<file path="src/common/wcd_pkg.sv">
/*
 Package for the watchdog configuration decoder: register offsets, field positions,
 codes and the decoded configuration record.
 Assumes a 32-bit APB register bus and a configuration word held steady from reset.
*/
package wcd_pkg;
	localparam logic [7:0] WCD_OFS_CONFIG = 8'h00;
	localparam logic [7:0] WCD_OFS_SERVICE = 8'h04;
	localparam logic [7:0] WCD_OFS_STATUS = 8'h08;
	localparam logic [7:0] WCD_OFS_COUNT = 8'h0c;
	localparam logic [31:0] WCD_SERVICE_KEY = 32'h0000_5a5a;
	localparam int WCD_POS_ENABLE = 15;
	localparam int WCD_POS_RUNCLK_HI = 14;
	localparam int WCD_POS_RUNCLK_LO = 13;
	localparam int WCD_POS_RUNPOST_HI = 12;
	localparam int WCD_POS_RUNPOST_LO = 8;
	localparam int WCD_POS_WINDOW_MODE_DISABLE = 7;
	localparam int WCD_POS_WINSIZE_HI = 6;
	localparam int WCD_POS_WINSIZE_LO = 5;
	localparam int WCD_POS_SLPPOST_HI = 4;
	localparam int WCD_POS_SLPPOST_LO = 0;
	localparam int WCD_STAT_TIMEOUT = 0;
	localparam int WCD_STAT_EARLY = 1;
	localparam int WCD_STAT_RUNNING = 2;
	localparam logic [1:0] WCD_SRC_SYSTEM = 2'h0;
	localparam logic [1:0] WCD_SRC_RESERVED = 2'h1;
	localparam logic [1:0] WCD_SRC_FAST_RC = 2'h2;
	localparam logic [1:0] WCD_SRC_LOW_POWER_RC = 2'h3;
	localparam logic [4:0] WCD_POST_SAT_CODE = 5'h14;
	localparam logic [19:0] WCD_TERM_MAX = 20'hfffff;
	localparam logic [19:0] WCD_TERM_ONE = 20'h00001;

	typedef struct packed {
		logic watchdogEnableFuse;
		logic [1:0] runClockSourceSelect;
		logic [4:0] runPostscaleSelect;
		logic windowModeDisable;
		logic [1:0] windowSizeSelect;
		logic [4:0] sleepPostscaleSelect;
	} wcd_cfg_t;

	typedef struct packed {
		logic running;
		logic early;
		logic timeout;
	} wcd_status_t;
endpackage

</file>
<file path="src/logic/wcd_watchdog.sv">
/*
 Watchdog timer driven by the nonvolatile configuration word, with an APB register slave.
 Assumes configWord is stable from reset and the two RC oscillators arrive as async pins.
*/
`timescale 1ns/1ps

// Functional notes
// - The watchdog runs when the enable fuse bit is 1 and stays stopped when it is 0.
// - Run clock code 11 picks the low-power RC, 10 the fast RC, 00 the system clock, 01 is reserved.
// - The postscale code selects a divide ratio of two to the code, 1:1 at 00000 up to 1:524288 at 10011.
// - Postscale codes 10100 through 11111 all saturate at 1:1048576.
// - Window disable 0 gives windowed mode and 1 gives non-windowed mode.
// - Fields sit at enable 15, clock 14-13, postscale 12-8, window disable 7, size 6-5, sleep 4-0.
module wcd_watchdog
	import wcd_pkg::*;
(
	input wire logic clock,
	input wire logic rst_n,
	input wire logic [31:0] configWord,
	input wire logic lowPowerRcPin,
	input wire logic fastRcPin,
	input wire logic psel,
	input wire logic penable,
	input wire logic pwrite,
	input wire logic [7:0] paddr,
	input wire logic [31:0] pwdata,
	output logic [31:0] prdata,
	output logic pready,
	output logic pslverr,
	output logic timeoutPulse,
	output logic watchdogRunning
);
	function automatic logic [19:0] termOf(input logic [4:0] code);
		if (code >= WCD_POST_SAT_CODE)
			return WCD_TERM_MAX;
		return 20'((21'h1 << code) - 21'h1);
	endfunction

	function automatic logic mapped(input logic [7:0] a);
		return a == WCD_OFS_CONFIG || a == WCD_OFS_SERVICE || a == WCD_OFS_STATUS || a == WCD_OFS_COUNT;
	endfunction

	// Rising edge once stages two and three agree on high and the held level was low
	function automatic logic risenOf(input logic [2:0] sync, input logic level);
		return sync[2] & sync[1] & ~level;
	endfunction

	logic [1:0] rstPipe_reg;
	logic rstSync_n;
	wcd_cfg_t cfg_reg;
	logic cfgLoaded_reg;
	logic [2:0] lpSync_reg;
	logic [2:0] frSync_reg;
	logic lpLevel_reg;
	logic frLevel_reg;
	logic srcTick;
	logic [19:0] terminal;
	logic [19:0] postCount_reg;
	logic service;
	logic early;
	logic expire;
	wcd_status_t status_reg;
	logic timeout_reg;
	logic [31:0] prdata_reg;
	logic [31:0] readData;
	logic wrAccess;

	always_ff @(posedge clock or negedge rst_n)
	begin
		if (!rst_n)
			rstPipe_reg <= 2'h0;
		else
			rstPipe_reg <= {rstPipe_reg[0], 1'b1};
	end
	assign rstSync_n = rstPipe_reg[1];

	// Configuration captured once after reset release
	always_ff @(posedge clock or negedge rstSync_n)
	begin
		if (!rstSync_n)
		begin
			cfg_reg <= '0;
			cfgLoaded_reg <= 1'b0;
		end
		else if (!cfgLoaded_reg)
		begin
			cfg_reg.watchdogEnableFuse <= configWord[WCD_POS_ENABLE];
			cfg_reg.runClockSourceSelect <= configWord[WCD_POS_RUNCLK_HI:WCD_POS_RUNCLK_LO];
			cfg_reg.runPostscaleSelect <= configWord[WCD_POS_RUNPOST_HI:WCD_POS_RUNPOST_LO];
			cfg_reg.windowModeDisable <= configWord[WCD_POS_WINDOW_MODE_DISABLE];
			cfg_reg.windowSizeSelect <= configWord[WCD_POS_WINSIZE_HI:WCD_POS_WINSIZE_LO];
			cfg_reg.sleepPostscaleSelect <= configWord[WCD_POS_SLPPOST_HI:WCD_POS_SLPPOST_LO];
			cfgLoaded_reg <= 1'b1;
		end
	end

	// Three-stage pin synchronisers for the RC oscillators
	always_ff @(posedge clock or negedge rstSync_n)
	begin
		if (!rstSync_n)
		begin
			lpSync_reg <= 3'h0;
			frSync_reg <= 3'h0;
			lpLevel_reg <= 1'b0;
			frLevel_reg <= 1'b0;
		end
		else
		begin
			lpSync_reg <= {lpSync_reg[1:0], lowPowerRcPin};
			frSync_reg <= {frSync_reg[1:0], fastRcPin};
			if (lpSync_reg[1] == lpSync_reg[2])
				lpLevel_reg <= lpSync_reg[2];
			if (frSync_reg[1] == frSync_reg[2])
				frLevel_reg <= frSync_reg[2];
		end
	end

	always_comb
	begin
		case (cfg_reg.runClockSourceSelect)
			WCD_SRC_LOW_POWER_RC: srcTick = risenOf(lpSync_reg, lpLevel_reg);
			WCD_SRC_FAST_RC: srcTick = risenOf(frSync_reg, frLevel_reg);
			WCD_SRC_SYSTEM: srcTick = 1'b1;
			default: srcTick = 1'b0;
		endcase
	end

	assign watchdogRunning = cfgLoaded_reg & cfg_reg.watchdogEnableFuse;
	assign terminal = termOf(cfg_reg.runPostscaleSelect);
	assign wrAccess = psel & penable & pwrite;
	assign service = wrAccess && paddr == WCD_OFS_SERVICE && pwdata == WCD_SERVICE_KEY && watchdogRunning;
	assign early = service && !cfg_reg.windowModeDisable && postCount_reg < (terminal >> 1);
	assign expire = watchdogRunning && srcTick && postCount_reg == terminal && !service;

	// Postscaled watchdog counter
	always_ff @(posedge clock or negedge rstSync_n)
	begin
		if (!rstSync_n)
			postCount_reg <= 20'h0;
		else if (!watchdogRunning || service || expire)
			postCount_reg <= 20'h0;
		else if (srcTick)
			postCount_reg <= postCount_reg + WCD_TERM_ONE;
	end

	always_ff @(posedge clock or negedge rstSync_n)
	begin
		if (!rstSync_n)
			timeout_reg <= 1'b0;
		else
			timeout_reg <= expire | early;
	end
	assign timeoutPulse = timeout_reg;

	// Sticky timeout and early flags, write one to clear, a new event wins; running follows the live level
	always_ff @(posedge clock or negedge rstSync_n)
	begin
		if (!rstSync_n)
			status_reg <= '0;
		else
		begin
			status_reg.running <= watchdogRunning;
			if (expire | early)
				status_reg.timeout <= 1'b1;
			else if (wrAccess && paddr == WCD_OFS_STATUS && pwdata[WCD_STAT_TIMEOUT])
				status_reg.timeout <= 1'b0;
			if (early)
				status_reg.early <= 1'b1;
			else if (wrAccess && paddr == WCD_OFS_STATUS && pwdata[WCD_STAT_EARLY])
				status_reg.early <= 1'b0;
		end
	end

	always_comb
	begin
		readData = 32'h0;
		case (paddr)
			WCD_OFS_CONFIG: readData = {16'hffff, cfg_reg};
			WCD_OFS_STATUS: readData = {29'h0, status_reg};
			WCD_OFS_COUNT: readData = {12'h0, postCount_reg};
			default: readData = 32'h0;
		endcase
	end

	always_ff @(posedge clock or negedge rstSync_n)
	begin
		if (!rstSync_n)
			prdata_reg <= 32'h0;
		else if (psel && !penable && !pwrite)
			prdata_reg <= readData;
	end
	assign prdata = prdata_reg;
	assign pready = 1'b1;
	assign pslverr = psel & penable & ~mapped(paddr);
endmodule

</file>
<file path="config.mk">
export PLATFORM = sky130hd
export DESIGN_NAME = wcd_watchdog
export DESIGN_NICKNAME = d
export VERILOG_FILES = /design/src/common/wcd_pkg.sv /design/src/logic/wcd_watchdog.sv
export SDC_FILE = /design/constraint.sdc
export NUM_CORES = 1
export LEC_CHECK = 0
export BUFFER_PORTS_ARGS = -buffer_cell sky130_fd_sc_hd__buf_2
export CAP_MARGIN = 20
export CORE_MARGIN = 2
export CORE_UTILIZATION = 49
export DETAILED_ROUTE_END_ITERATION = 12
export GPL_TIMING_DRIVEN = 0
export PLACE_DENSITY_LB_ADDON = 0.08
export SETUP_SLACK_MARGIN = 0.1
export SYNTH_ARGS = -nofsm -noshare
export SYNTH_HDL_FRONTEND = slang
export SYNTH_SLANG_ARGS = --single-unit
</file>
<file path="constraint.sdc">
create_clock -name clock -period 2.1 [get_ports clock]
set_input_delay 0.42 -clock clock [delete_from_list [all_inputs] [get_ports clock]]
set_output_delay 0.42 -clock clock [all_outputs]
set_load 0.02 [all_outputs]
</file>
==> impl_results.md <==
* Tcrit/Tclk final at 157%
* Total power at 0.00342 W
* TritonCTS Buffers at 9
* Seq. cell area at 1810 um2
* RD Place Congestion at roughly 0.93
* Fin. max-slew vios at 0
* Asr flop ratio synth at 100%
* Post-Synthesis Cells at around 500
* Register bit total from synthesis at between 70 and 80
* Clock root buffer: clkbuf_8
* Clock power share at approximately a third
* CTS max path bufs at 2
* 1st-pass router iterations at 5
* Cell total after placement at approximately 740
* First-pass GRT wire length at 20800 um
* Int Power at between 0.002 and 0.0025 W
* Area Growth Syn to Fin at 29.9%
* Final TNS setup at -23.25 ns
* Synth top area cells: dfrtp_1 37%, ha_1 5.7%, mux2_2 4.9%
* Vias in the first global route at between 4000 and 5000
* Hold Crit Start: fastRcPin
* Status: complete, but fails checks
* Total of max-cap violations at 0
* Critical R2R Launch: cfg_reg[10]$_DFFE_PN0N_
* Worst-path clk slew at ~0.080 ns
* Antenna diode count at 0
* Vias after detailed routing at between 4000 and 5000
* Initial antenna violation count at 0
* Min-Delay Endpoint: frSync_reg[0]$_DFF_PN0_
* Initial DRC count at between 200 and 300
* Worst R2R End: status_reg[0]$_DFFE_PN0P_
* Die area at 10700 um2
* Worst Hold Margin at roughly 0.16 ns
* Post-route ant nets at 0
* Final WS setup at -1.21 ns
* Clk sinks at between 70 and 80
* HP Class: in2reg
* Largest register FFs at 21
* Least-Margin Pin Slew at between 0.8 and 0.9 ns
* I/O pins at between 100 and 150
* Startpoint types: flop
* Comb power frac at between 20 and 25%
* Die X at about 100 um
* Largest net degree at the start of global routing at a little over 70
* CTS tree: built
* Synth cell types at between 70 and 80
* CP arrival at approximately 3.6 ns
* Setup violators final at 23
* Worst setup EP type: flop
* VDD IR max at 0.508 mV
* Seq pwr share at a little over two fifths
* Total Wirelength at approximately 14000 um
* NetSw at around 0.0011 W
* Worst clock skew at about 0.012 ns
* Final nets at about 740
* Layout Cells excl Fill at ~780
* DIE HEIGHT at 103 um
* Worst-Skew Late Latency at 0.36 ns
* Hold Path Cell Cnt at 1
* Failing checks: negative setup slack
* H-tree depth at 3
* Power per Cell Area at ~540 nW/um2
* Warnings from Yosys at 0
* Share of the synthesized area in the top cell type at a little under two fifths
* Post-synth EDFFs at 0
* Final instance area at roughly 6300 um2
* Switching share of power at a little under a third
* Final Hold Viols at 0
* Core area at slightly below 10000 um2
* Vias per inst at between 5 and 6
* Initial Utilization at 50.1%
* Slew headroom at 42.1%
* Overflow after GRT at 0
* Port Buf Inserts at 97
* Fraction of layout cells with a size suffix above 1 at approximately two fifths
* Mean area per synthesized cell at around 9.6 um2
* Area leader, netlist: dfrtp_1
* Critical Path Fanout Max at 6
* Unrepaired setup endpoints after global routing: yes
* R2R Setup Slk at -1.21 ns
* GRT Overall Usage at between 20% and 30%
* WL/cell at 17.9 um
* Tmin final at around 3.3 ns
* Max Freq at between 300 and 400 MHz
* FILL cells at around 810
* Setup Crit Path Kind: reg2reg
* R2R depth at 14
* Num rows at 36
* Mapped cell area at 4850 um2
* Top_reg_cell synth: dfrtp_1
* Critical path data required time at ~2.4 ns
* Multi-input gate area at 2970 um2
* Placed Area at 5570 um2
* Part of the Yosys area used for sequential elements at between 30% and 40%
* Dpl hpwl at 10100 um
* # DRC at 0
* Static Leak at between 2 and 3 nW
layout make-up:
type,count,share of cell area (%)
Multi-Input combinational cell,375,47.1
Sequential cell,72,28.7
Timing Repair Buffer,121,11.9
Buffer,47,5.70
Tap cell,133,2.64
Clock buffer,9,1.97
Clock inverter,7,1.23
Inverter,11,0.655
stage by stage:
step           worst slack (ns)  utilization [%]
2_1_floorplan             -1.01                -
3_3_place_gp              -1.50             57.4
3_5_place_dp              -1.54             57.5
4_1_cts                   -1.17             63.0
5_1_grt                   -1.32             65.1
6_report                  -1.21             65.1
worst max-delay path by stage:
stage                       startpoint                        end  depth (start not counted)
2_1_floorplan   cfg_reg[9]$_DFFE_PN0N_     timeoutPulse$_DFF_PN0_                         15
3_3_place_gp    cfg_reg[9]$_DFFE_PN0N_     timeoutPulse$_DFF_PN0_                         16
3_5_place_dp    cfg_reg[9]$_DFFE_PN0N_     timeoutPulse$_DFF_PN0_                         16
4_1_cts        cfg_reg[10]$_DFFE_PN0N_  status_reg[0]$_DFFE_PN0P_                         14
5_1_grt        cfg_reg[10]$_DFFE_PN0N_  status_reg[0]$_DFFE_PN0P_                         15
6_report       cfg_reg[10]$_DFFE_PN0N_  status_reg[0]$_DFFE_PN0P_                         14
layout by cell type (no fill, tap or decap), types with 5 or more instances in the layout:
master,count
xnor2_1,17
nand2_1,44
ha_1,17
a21oi_1,11
nor2b_1,5
buf_4,30
nor4_2,10
clkbuf_8,9
buf_8,5
nor4bb_1,6
o21ai_0,31
a21oi_2,5
o21ai_1,5
nor4_1,19
and3_1,7
inv_1,10
buf_6,13
a22oi_1,19
nor3_1,6
nand4_1,9
clkbuf_1,9
nand3_1,12
mux2_2,21
nor2_1,18
buf_2,101
xor2_1,11
dfrtp_1,67
cells by family (layout without fill, tap and decap cells):
group                      Yosys count  count (layout)  share of synthesized area (%)
muxes                               22              22                           5.08
xor gates and xnor gates            31              31                           5.60
other                                1               3                         0.0773
adders and majority gates           22              22                           5.68
AOI/OAI and AO/OA                  112             112                           16.6
DFF                                 72              72                           37.2
buffers and inverters               58             195                           7.51
and+or+nand+nor                    185             185                           22.2
power groups by stage:
stage | sequential (W) | clock, W | combinational (W)
final | 0.00150 | 0.00113 | 0.000782
after global routing | 0.00152 | 0.00121 | 0.000839
after CTS | 0.00151 | 0.00115 | 0.000717
after detailed placement | 0.00154 | 0 | 0.000639
after global placement | 0.00153 | 0 | 0.000627
after floorplan | 0.00151 | 0 | 0.000452
synthesized netlist by cell type, types with 6 or more instances:
master    count
dfrtp_1      72
xor2_1       12
nand2_1      45
ha_1         22
nor3_1        9
inv_1        11
nand3_1      13
buf_4        16
buf_6         9
o21ai_0      34
nor4bb_1      6
xnor2_1      19
nor4_1       26
nor2_1       20
mux2_2       21
a21oi_1      15
a22oi_1      19
nor2b_1       7
buf_2         6
and3_1        7
nand4_1       9
clkbuf_1     12
critical path, stage by stage (launching register included):
cell      delay (ns)
dfrtp_1         0.38
buf_6           0.12
nor3_4          0.27
nand3b_1        0.17
ha_4            0.23
buf_8           0.14
o21ai_4         0.13
o41ai_4         0.11
a211oi_4        0.30
ha_4            0.26
a21o_1          0.16
a211oi_2        0.21
a311oi_2        0.14
or4b_4          0.50
nand3b_1        0.09
layer usage:
layer / vias up / wire length, um / track usage (%)
met4: 0 / 280 / 8.20
met3: 27 / 1010 / 5.58
met5: - / 0 / 0
li1: 2118 / - / -
met1: 2168 / 5800 / 33.1
met2: 201 / 6810 / 43.6
what timing repair did:
item                       CTS  global route
hold buffers                 1             0
gates resized for setup     34            31
buffers inserted            15             5
hold endpoints to repair     2             0
cloned                       3             0
pin swaps                   16            14
setup endpoints to repair   33            34
(Power assumes the default switching activity.)
